## src/rtl/bwc_pkg.sv

```systemverilog
// constants shared by the byte-wide configuration port
package bwc_pkg;
    localparam int unsigned DATA_W = 8;
    localparam int unsigned MODE_W = 3;
    localparam int unsigned SYNC_STAGES = 2;
    localparam int unsigned CNT_W = 24;
    localparam int unsigned IRQ_W = 3;
    // register byte offsets
    localparam logic [7:0] ADDR_CTRL = 8'h00;
    localparam logic [7:0] ADDR_STATUS = 8'h04;
    localparam logic [7:0] ADDR_RX_BYTE = 8'h08;
    localparam logic [7:0] ADDR_TX_BYTE = 8'h0c;
    localparam logic [7:0] ADDR_BYTE_CNT = 8'h10;
    localparam logic [7:0] ADDR_IRQ_STAT = 8'h14;
    localparam logic [7:0] ADDR_IRQ_MASK = 8'h18;
    // control fields
    localparam int unsigned CTRL_DONE_BIT = 0;
    localparam int unsigned CTRL_RETAIN_BIT = 1;
    localparam int unsigned CTRL_CNT_CLR_BIT = 2;
    // status fields
    localparam int unsigned ST_BUSY_BIT = 0;
    localparam int unsigned ST_RX_FULL_BIT = 1;
    localparam int unsigned ST_TX_FULL_BIT = 2;
    localparam int unsigned ST_ABORT_BIT = 3;
    localparam int unsigned ST_MSERIAL_BIT = 4;
    localparam int unsigned ST_PULLUP_BIT = 5;
    localparam int unsigned ST_SEL_BIT = 6;
    // interrupt event bits
    localparam int unsigned IRQ_RX_BIT = 0;
    localparam int unsigned IRQ_TX_BIT = 1;
    localparam int unsigned IRQ_ABORT_BIT = 2;
    // reset values
    localparam logic [1:0] CTRL_RST = 2'h0;
    localparam logic [IRQ_W-1:0] IRQ_MASK_RST = 3'h0;
    localparam logic [DATA_W-1:0] BYTE_RST = 8'h00;
    localparam logic [CNT_W-1:0] CNT_RST = 24'h000000;
    // mode pin codes selecting master serial
    localparam logic [MODE_W-1:0] MODE_MSERIAL_A = 3'h0;
    localparam logic [MODE_W-1:0] MODE_MSERIAL_B = 3'h4;
    // mode pin whose low level enables pre-configuration pull-ups
    localparam int unsigned PULLUP_MODE_BIT = 2;
endpackage : bwc_pkg

```

## src/rtl/bwc_sync_if.sv

```systemverilog
// bundle of raw pin levels and their synchronised copies
`timescale 1ns/100ps
`default_nettype none
interface bwc_sync_if #(
    parameter int unsigned WIDTH = 14
);
    logic [WIDTH-1:0] raw;
    logic [WIDTH-1:0] sync;
    modport src (output raw, input sync);
    modport snk (input raw, output sync);
endinterface : bwc_sync_if
`default_nettype wire

```

## src/rtl/bwc_pin_sync.sv

```systemverilog
// two flip-flop synchroniser for pins entering the clk_i domain
`timescale 1ns/100ps
`default_nettype none
module bwc_pin_sync #(
    parameter int unsigned WIDTH = 14
) (
    // clock and reset
    input wire logic clk_i,
    input wire logic rst_i,
    // pin bundle
    bwc_sync_if.snk pins
);
    logic [WIDTH-1:0] meta_ff;
    logic [WIDTH-1:0] sync_ff;

    initial begin
        if (WIDTH < 1) begin
            $error("bwc_pin_sync: WIDTH must be at least 1");
        end
    end

    always_ff @(posedge clk_i) begin
        if (rst_i) begin
            meta_ff <= '0;
            sync_ff <= '0;
        end else begin
            meta_ff <= pins.raw;
            sync_ff <= meta_ff;
        end
    end

    assign pins.sync = sync_ff;
endmodule : bwc_pin_sync
`default_nettype wire

```

## src/rtl/bwc_top.sv

```systemverilog
// byte-wide configuration port with wishbone register access
// Function
// - bytes enter one per transfer, paced by busy
// - selected without write strobe drives readback data
// - after done, pins released or kept for readback
// - retain option chosen by software control bit
// - mode codes 000 or 100 select master serial
// - packet resumes across separate select assertions
// - strobe change while selected starts an abort
// - mode_pin_hi_i low enables global pull-ups until done
// - unused outputs high impedance until done
`timescale 1ns/100ps
`default_nettype none
module bwc_top (
    // clock and reset
    input wire logic clk_i,
    input wire logic rst_i,
    // wishbone slave
    input wire logic wb_cyc_i,
    input wire logic wb_stb_i,
    input wire logic wb_we_i,
    input wire logic [7:0] wb_adr_i,
    input wire logic [3:0] wb_sel_i,
    input wire logic [31:0] wb_dat_i,
    output logic [31:0] wb_dat_o,
    output logic wb_ack_o,
    output logic irq_o,
    // configuration port pins
    input wire logic config_clock_i,
    input wire logic sel_n_i,
    input wire logic write_n_i,
    input wire logic [7:0] data_i,
    output logic [7:0] data_o,
    output logic data_oe_o,
    output logic busy_o,
    // mode pins
    input wire logic mode_pin_hi_i,
    input wire logic mode_pin_mid_i,
    input wire logic mode_pin_lo_i,
    // pad and configuration state
    output logic master_serial_o,
    output logic pullup_en_o,
    output logic pulldown_keeper_en_o,
    output logic user_io_en_o,
    output logic port_pins_user_o,
    // received byte stream
    output logic [7:0] rx_byte_o,
    output logic rx_valid_o
);
    localparam int unsigned DW = bwc_pkg::DATA_W;
    localparam int unsigned SW = 1 + 1 + 1 + DW + bwc_pkg::MODE_W;

    ////////////////////////////////////////////////////////////////////
    // elaboration checks

    if (bwc_pkg::CNT_W > 32) begin : g_cnt_chk
        $error("bwc_top: byte counter wider than the bus word");
    end
    if (bwc_pkg::IRQ_W <= bwc_pkg::IRQ_ABORT_BIT) begin : g_irq_chk
        $error("bwc_top: interrupt field too narrow for its events");
    end
    if (bwc_pkg::SYNC_STAGES != 2) begin : g_sync_chk
        $error("bwc_top: pin synchroniser depth is fixed at two");
    end
    if (bwc_pkg::DATA_W != 8) begin : g_data_chk
        $error("bwc_top: port data bus is byte wide");
    end

    ////////////////////////////////////////////////////////////////////
    // pin synchronisation

    bwc_sync_if #(.WIDTH(SW)) pin_if ();

    assign pin_if.raw = {config_clock_i, sel_n_i, write_n_i, data_i, mode_pin_hi_i, mode_pin_mid_i, mode_pin_lo_i};

    bwc_pin_sync #(.WIDTH(SW)) u_sync (
        .clk_i(clk_i),
        .rst_i(rst_i),
        .pins(pin_if.snk)
    );

    logic s_config_clock;
    logic s_sel_n;
    logic s_wr_n;
    logic [DW-1:0] s_data;
    logic [bwc_pkg::MODE_W-1:0] s_mode;

    assign {s_config_clock, s_sel_n, s_wr_n, s_data, s_mode} = pin_if.sync;

    ////////////////////////////////////////////////////////////////////
    // config clock edge detect

    logic config_clock_prev_ff;
    logic config_clock_rise;

    always_ff @(posedge clk_i) begin
        if (rst_i) begin
            config_clock_prev_ff <= 1'b0;
        end else begin
            config_clock_prev_ff <= s_config_clock;
        end
    end

    assign config_clock_rise = s_config_clock & ~config_clock_prev_ff;

    ////////////////////////////////////////////////////////////////////
    // control registers

    logic done_ff;
    logic retain_ff;
    logic [bwc_pkg::IRQ_W-1:0] irq_mask_ff;
    logic [bwc_pkg::IRQ_W-1:0] irq_stat_ff;
    logic ack_ff;
    logic bus_acc;
    logic bus_wr;
    logic bus_rd;

    function automatic logic hit(input logic [7:0] adr, input logic [7:0] off);
        hit = (adr == off);
    endfunction : hit

    assign bus_acc = wb_cyc_i & wb_stb_i & ack_ff;
    assign bus_wr = bus_acc & wb_we_i & wb_sel_i[0];
    assign bus_rd = bus_acc & ~wb_we_i;

    always_ff @(posedge clk_i) begin
        if (rst_i) begin
            ack_ff <= 1'b0;
        end else begin
            ack_ff <= wb_cyc_i & wb_stb_i & ~ack_ff;
        end
    end

    assign wb_ack_o = ack_ff;

    always_ff @(posedge clk_i) begin
        if (rst_i) begin
            done_ff <= bwc_pkg::CTRL_RST[bwc_pkg::CTRL_DONE_BIT];
            retain_ff <= bwc_pkg::CTRL_RST[bwc_pkg::CTRL_RETAIN_BIT];
        end else if (bus_wr && hit(wb_adr_i, bwc_pkg::ADDR_CTRL)) begin
            done_ff <= wb_dat_i[bwc_pkg::CTRL_DONE_BIT];
            retain_ff <= wb_dat_i[bwc_pkg::CTRL_RETAIN_BIT];
        end
    end

    always_ff @(posedge clk_i) begin
        if (rst_i) begin
            irq_mask_ff <= bwc_pkg::IRQ_MASK_RST;
        end else if (bus_wr && hit(wb_adr_i, bwc_pkg::ADDR_IRQ_MASK)) begin
            irq_mask_ff <= wb_dat_i[bwc_pkg::IRQ_W-1:0];
        end
    end

    ////////////////////////////////////////////////////////////////////
    // port state and pad control

    logic port_active;
    logic sel_act;
    logic rd_dir;

    assign port_active = ~done_ff | retain_ff;
    assign sel_act = ~s_sel_n & port_active;
    assign rd_dir = sel_act & s_wr_n;

    assign master_serial_o = (s_mode == bwc_pkg::MODE_MSERIAL_A) || (s_mode == bwc_pkg::MODE_MSERIAL_B);
    assign pullup_en_o = ~done_ff & ~s_mode[bwc_pkg::PULLUP_MODE_BIT];
    assign pulldown_keeper_en_o = done_ff;
    assign user_io_en_o = done_ff;
    assign port_pins_user_o = done_ff & ~retain_ff;

    ////////////////////////////////////////////////////////////////////
    // transfer engine on config clock rise

    logic sel_prev_ff;
    logic wr_prev_ff;
    logic abort_ff;
    logic busy_ff;
    logic rx_full_ff;
    logic [DW-1:0] rx_byte_ff;
    logic tx_full_ff;
    logic [DW-1:0] tx_byte_ff;
    logic [DW-1:0] rd_data_ff;
    logic [bwc_pkg::CNT_W-1:0] byte_cnt_ff;
    logic strobe_flip;
    logic wr_take;
    logic rd_take;
    logic rx_pop;
    logic tx_load;
    logic nxt_rx_full;

    assign strobe_flip = config_clock_rise & sel_act & sel_prev_ff & (s_wr_n != wr_prev_ff);
    assign wr_take = config_clock_rise & sel_act & ~s_wr_n & ~done_ff & ~abort_ff & ~strobe_flip & ~busy_ff & ~rx_full_ff;
    assign rd_take = config_clock_rise & rd_dir & ~abort_ff & ~strobe_flip & tx_full_ff;
    assign rx_pop = bus_rd & hit(wb_adr_i, bwc_pkg::ADDR_RX_BYTE);
    assign tx_load = bus_wr & hit(wb_adr_i, bwc_pkg::ADDR_TX_BYTE);
    assign nxt_rx_full = wr_take | (rx_full_ff & ~rx_pop);

    always_ff @(posedge clk_i) begin
        if (rst_i) begin
            sel_prev_ff <= 1'b0;
            wr_prev_ff <= 1'b1;
        end else if (config_clock_rise) begin
            sel_prev_ff <= sel_act;
            wr_prev_ff <= s_wr_n;
        end
    end

    always_ff @(posedge clk_i) begin
        if (rst_i) begin
            abort_ff <= 1'b0;
        end else if (strobe_flip) begin
            abort_ff <= 1'b1;
        end else if (config_clock_rise && !sel_act) begin
            abort_ff <= 1'b0;
        end
    end

    always_ff @(posedge clk_i) begin
        if (rst_i) begin
            busy_ff <= 1'b0;
        end else if (config_clock_rise) begin
            busy_ff <= strobe_flip | abort_ff & sel_act | (rd_dir ? ~tx_full_ff | rd_take : nxt_rx_full);
        end
    end

    always_ff @(posedge clk_i) begin
        if (rst_i) begin
            rx_full_ff <= 1'b0;
            rx_byte_ff <= bwc_pkg::BYTE_RST;
        end else begin
            rx_full_ff <= nxt_rx_full;
            if (wr_take) begin
                rx_byte_ff <= s_data;
            end
        end
    end

    always_ff @(posedge clk_i) begin
        if (rst_i) begin
            byte_cnt_ff <= bwc_pkg::CNT_RST;
        end else if (bus_wr && hit(wb_adr_i, bwc_pkg::ADDR_CTRL) && wb_dat_i[bwc_pkg::CTRL_CNT_CLR_BIT]) begin
            byte_cnt_ff <= bwc_pkg::CNT_RST;
        end else if (wr_take) begin
            byte_cnt_ff <= byte_cnt_ff + 1'b1;
        end
    end

    always_ff @(posedge clk_i) begin
        if (rst_i) begin
            tx_full_ff <= 1'b0;
            tx_byte_ff <= bwc_pkg::BYTE_RST;
        end else if (tx_load) begin
            tx_full_ff <= 1'b1;
            tx_byte_ff <= wb_dat_i[DW-1:0];
        end else if (rd_take) begin
            tx_full_ff <= 1'b0;
        end
    end

    always_ff @(posedge clk_i) begin
        if (rst_i) begin
            rd_data_ff <= bwc_pkg::BYTE_RST;
        end else if (rd_take) begin
            rd_data_ff <= tx_byte_ff;
        end
    end

    assign data_o = rd_data_ff;
    assign data_oe_o = rd_dir & ~abort_ff;
    assign busy_o = busy_ff;
    assign rx_byte_o = rx_byte_ff;
    assign rx_valid_o = rx_full_ff;

    ////////////////////////////////////////////////////////////////////
    // interrupt status, set wins over clear

    logic [bwc_pkg::IRQ_W-1:0] irq_evt;
    logic [bwc_pkg::IRQ_W-1:0] irq_clr;

    assign irq_evt[bwc_pkg::IRQ_RX_BIT] = wr_take;
    assign irq_evt[bwc_pkg::IRQ_TX_BIT] = rd_take;
    assign irq_evt[bwc_pkg::IRQ_ABORT_BIT] = strobe_flip;
    assign irq_clr = (bus_wr && hit(wb_adr_i, bwc_pkg::ADDR_IRQ_STAT)) ? wb_dat_i[bwc_pkg::IRQ_W-1:0] : '0;

    always_ff @(posedge clk_i) begin
        if (rst_i) begin
            irq_stat_ff <= '0;
        end else begin
            irq_stat_ff <= (irq_stat_ff & ~irq_clr) | irq_evt;
        end
    end

    assign irq_o = |(irq_stat_ff & irq_mask_ff);

    ////////////////////////////////////////////////////////////////////
    // read data

    logic [31:0] rd_mux;
    logic [31:0] rdat_ff;

    always_comb begin
        rd_mux = 32'h00000000;
        unique case (wb_adr_i)
            bwc_pkg::ADDR_CTRL: begin
                rd_mux[bwc_pkg::CTRL_DONE_BIT] = done_ff;
                rd_mux[bwc_pkg::CTRL_RETAIN_BIT] = retain_ff;
            end
            bwc_pkg::ADDR_STATUS: begin
                rd_mux[bwc_pkg::ST_BUSY_BIT] = busy_ff;
                rd_mux[bwc_pkg::ST_RX_FULL_BIT] = rx_full_ff;
                rd_mux[bwc_pkg::ST_TX_FULL_BIT] = tx_full_ff;
                rd_mux[bwc_pkg::ST_ABORT_BIT] = abort_ff;
                rd_mux[bwc_pkg::ST_MSERIAL_BIT] = master_serial_o;
                rd_mux[bwc_pkg::ST_PULLUP_BIT] = pullup_en_o;
                rd_mux[bwc_pkg::ST_SEL_BIT] = sel_act;
            end
            bwc_pkg::ADDR_RX_BYTE: rd_mux[DW-1:0] = rx_byte_ff;
            bwc_pkg::ADDR_TX_BYTE: rd_mux[DW-1:0] = tx_byte_ff;
            bwc_pkg::ADDR_BYTE_CNT: rd_mux[bwc_pkg::CNT_W-1:0] = byte_cnt_ff;
            bwc_pkg::ADDR_IRQ_STAT: rd_mux[bwc_pkg::IRQ_W-1:0] = irq_stat_ff;
            bwc_pkg::ADDR_IRQ_MASK: rd_mux[bwc_pkg::IRQ_W-1:0] = irq_mask_ff;
            default: rd_mux = 32'h00000000;
        endcase
    end

    always_ff @(posedge clk_i) begin
        if (rst_i) begin
            rdat_ff <= 32'h00000000;
        end else if (wb_cyc_i && wb_stb_i && !ack_ff) begin
            rdat_ff <= rd_mux;
        end
    end

    assign wb_dat_o = rdat_ff;
endmodule : bwc_top
`default_nettype wire

```

## config.mk

```make
export PLATFORM = sky130hd
export DESIGN_NAME = bwc_top
export DESIGN_NICKNAME = d
export VERILOG_FILES = /design/src/rtl/bwc_pkg.sv /design/src/rtl/bwc_sync_if.sv /design/src/rtl/bwc_pin_sync.sv /design/src/rtl/bwc_top.sv
export SDC_FILE = /design/constraint.sdc
export NUM_CORES = 1
export LEC_CHECK = 0
export BUFFER_PORTS_ARGS = -buffer_cell sky130_fd_sc_hd__buf_2
export CAP_MARGIN = 20
export CORE_MARGIN = 4
export CORE_UTILIZATION = 56
export CTS_BUF_LIST = sky130_fd_sc_hd__clkbuf_8
export DETAILED_ROUTE_END_ITERATION = 12
export PLACE_DENSITY = 0.83
export SLEW_MARGIN = 20
export SYNTH_ARGS = -nofsm -noshare
export SYNTH_HDL_FRONTEND = slang
export SYNTH_SLANG_ARGS = --single-unit
```

## constraint.sdc

```tcl
create_clock -name clk_i -period 2.6 [get_ports clk_i]
set_input_delay 0.78 -clock clk_i [delete_from_list [all_inputs] [get_ports clk_i]]
set_output_delay 0.78 -clock clk_i [all_outputs]
set_load 0.1 [all_outputs]
```

==> key figures <==
STA
  • # setup viols final: 0
  • Tcrit/Tclk final: 0.961
  • Setup TNS: 0 ps
  • Slew @ Worst Pin: 962 ps
  • Slew Viols, Final: 0
  • Worst slew margin: 0.358
  • Skew final: 11.9 ps
  • Max Fclk: 400 MHz
  • Hold Fails Final Rpt: 0
  • RSZ-0062 raised after global routing: no
  • Fin crit period: 2500 ps

Placed design
  • Routability cong.: around 0.9
  • PortBufs: 85
  • Dpl hpwl: slightly above 9 mm

Routing
  • Iter 0 DRT Violations: 418
  • WL final: 13.4 mm
  • Via Count: 4882
  • Vias per cell: 6.25
  • Initial DRT Pass Iterations: 5
  • Residual DRC: 0
  • Antenna-violating nets left: 0
  • Avg WL per Cell: 17.2 µm

Synthesis
  • Post-synth top area cell: dfxtp_1
  • Primary FF master, synth: dfxtp_1
  • Syn. warnings: 0
  • Asr flop ratio synth: 0
  • Post-synth top area share: 0.452
  • Synth Register Bits: 116
  • Post-synth top cells: 116 x dfxtp_1, 63 x a21oi_1, 40 x nand3_1
  • Post-synth EDFFs: 0
  • Top-count cell post-synth: dfxtp_1
  • Syn avg cell area: roughly 8.8 µm²
  • Top cells by area, synth: dfxtp_1 45%, a21oi_1 6.1%, nor2b_1 4.4%
  • Mapped Cells: roughly 590
  • Seq/Total Area, Yosys: 0.452
  • Mapped cell area: 0.00514 mm²
  • Unique cell type count in the Yosys netlist: 66

Worst setup path
  • Startpoint types: flop
  • CP max stage cell: dfxtp_1
  • Worst Path Arrival: 1720 ps
  • Crit Path Max Fanout: 8
  • CP Class: flop to primary output
  • CP Data Required Time: between 1500 and 2000 ps
  • Crit end category: primary output
  • Crit-path cells: nand3_1, nor2_2, buf_2
  • CP max stage delay: 570 ps

Final layout
  • FILL cells: 696
  • Nets: 724
  • # diodes: 0
  • Layout area overhead: 17.0%
  • Share of layout cells above drive strength 1: 0.218

Power and ir drop
  • Reg power frac: 0.467
  • Internal Pwr Total: approximately 2.8 mW
  • Worst VDD drop: 0.000548 V
  • Clock Power Share: 0.453
  • Combinational fraction of design power: 0.080
  • Switching Power: 1.08 mW
  • PwrDens: 649 mW/mm²
  • Leak: between 2 and 2.5 nW
  • Overall Power: roughly 3.9 mW
  • Sw frac: 0.277

Floorplanning
  • Core Region: 0.00881 mm²
  • Cell Rows: 34
  • Die Height: a little over 100 µm
  • Die Wd: 104 µm
  • Die area: ~0.011 mm²
  • Initial Util: 0.584
  • Num ports: 121

Clock tree
  • Max Root-Sink Buffers: 2
  • Number of CTS-inserted buffers: 17
  • Clock slew at reported path FFs: about 70 ps
  • CTS Root Cell: clkbuf_8
  • Setup Buffers After CTS: 0
  • Later-pin clock latency in the skew report: 440 ps
  • CTS tree: built
  • Cts repair resizes: 0
  • Clk sinks: 116
  • CTS H-tree lvls: 4
  • Cts hold-fix bufs: 0

GRT
  • Global route overflow: 0
  • GRT Overall Usage: 0.248
  • Antenna violations before repair: 0
  • Largest net degree at the start of global routing: 67
  • Vias in the first global route: 4592
  • First-pass GRT wire length: 22.1 mm

Flow run
  • Max_cap viols: 0

Hold path
  • Worst hold path class: flop to flop

Run status
  • Status: completed
[critical path, delay by kind of cell (launching register included)]
family	cells	cell delay, ps
and+or+nand+nor	2	280
buffers and inverters	1	430
DFF	1	570
[stage by stage]
stage	hold slack [ps]	util	setup WS, ps	cells	area, µm²
6_report	438	0.683	103	781	6020
5_1_grt	451	0.683	58.2	781	6020
4_1_cts	442	0.683	122	781	6020
3_5_place_dp	422	0.635	243	749	5600
3_3_place_gp	418	0.635	280	749	5600
2_1_floorplan	414	-	202	594	5170
[power by group through the flow]
stage	sequential [mW]	combinational, mW	clock, mW
2_1_floorplan	1.88	0.216	0
3_3_place_gp	1.86	0.302	0
3_5_place_dp	1.86	0.308	0
4_1_cts	1.82	0.310	1.78
5_1_grt	1.82	0.333	1.87
6_report	1.82	0.313	1.77
[flip-flops by register name, indices dropped and copies added, names as in the netlist, 3 cells and up]
| name | cells |
|---|---|
| irq_stat_ff | 3 |
| rx_byte_o | 8 |
| u_sync.pins.sync | 14 |
| data_o | 8 |
| u_sync.meta_ff | 14 |
| byte_cnt_ff | 24 |
| irq_mask_ff | 3 |
| wb_dat_o | 24 |
| tx_byte_ff | 8 |
[layer usage]
metal / wire [µm] / vias to the layer above / track usage
met5: 0 / - / 0
met4: 303 / 0 / 0.0931
met3: 1300 / 34 / 0.0808
met2: 6220 / 262 / 0.390
met1: 5580 / 2277 / 0.317
li1: - / 2309 / -
[cell usage in the layout (no fill, tap or decap), drive strengths merged, types with 8 or more instances in the layout]
master and n:
clkbuf 19, or4 16, a22oi 18, nor2 32, conb 8, nand2 24
nor3 13, mux2i 8, nor2b 36, nand4 13, inv 22, dfxtp 116
nand3 40, buf 99, a21oi 63, o31ai 16, o21ai 38
[worst paths after layout]
check                                           from                   to  slack, ps  depth (start not counted)
worst max-delay path            u_sync.pins.sync[11]            data_oe_o        100                          3
worst min register to register     u_sync.meta_ff[8]  u_sync.pins.sync[8]        440                          1
worst max register to register  u_sync.pins.sync[11]      byte_cnt_ff[19]        310                          4
worst min-delay path               u_sync.meta_ff[8]  u_sync.pins.sync[8]        440                          1
[logic make-up after synthesis]
group / Yosys count / synth area share
AOI/OAI and AO/OA: 169 / 0.206
xor gates and xnor gates: 3 / 0.00657
adders and majority gates: 1 / 0.00243
buffers and inverters: 65 / 0.0616
DFF: 116 / 0.452
muxes: 10 / 0.0222
other: 1 / 0.000730
and+or+nand+nor: 222 / 0.249
[cell type report]
class / count / area, µm² / share of cell area
tap: 108 / 135 / 0.0225
timing repair buffer: 99 / 556 / 0.0923
clock buffer: 19 / 262 / 0.0435
sequential: 116 / 2320 / 0.386
inverter: 13 / 48.8 / 0.00811
multi-input combinational: 413 / 2530 / 0.421
clock inverter: 13 / 159 / 0.0264
No activity file was read; power rests on OpenSTA's default activity.
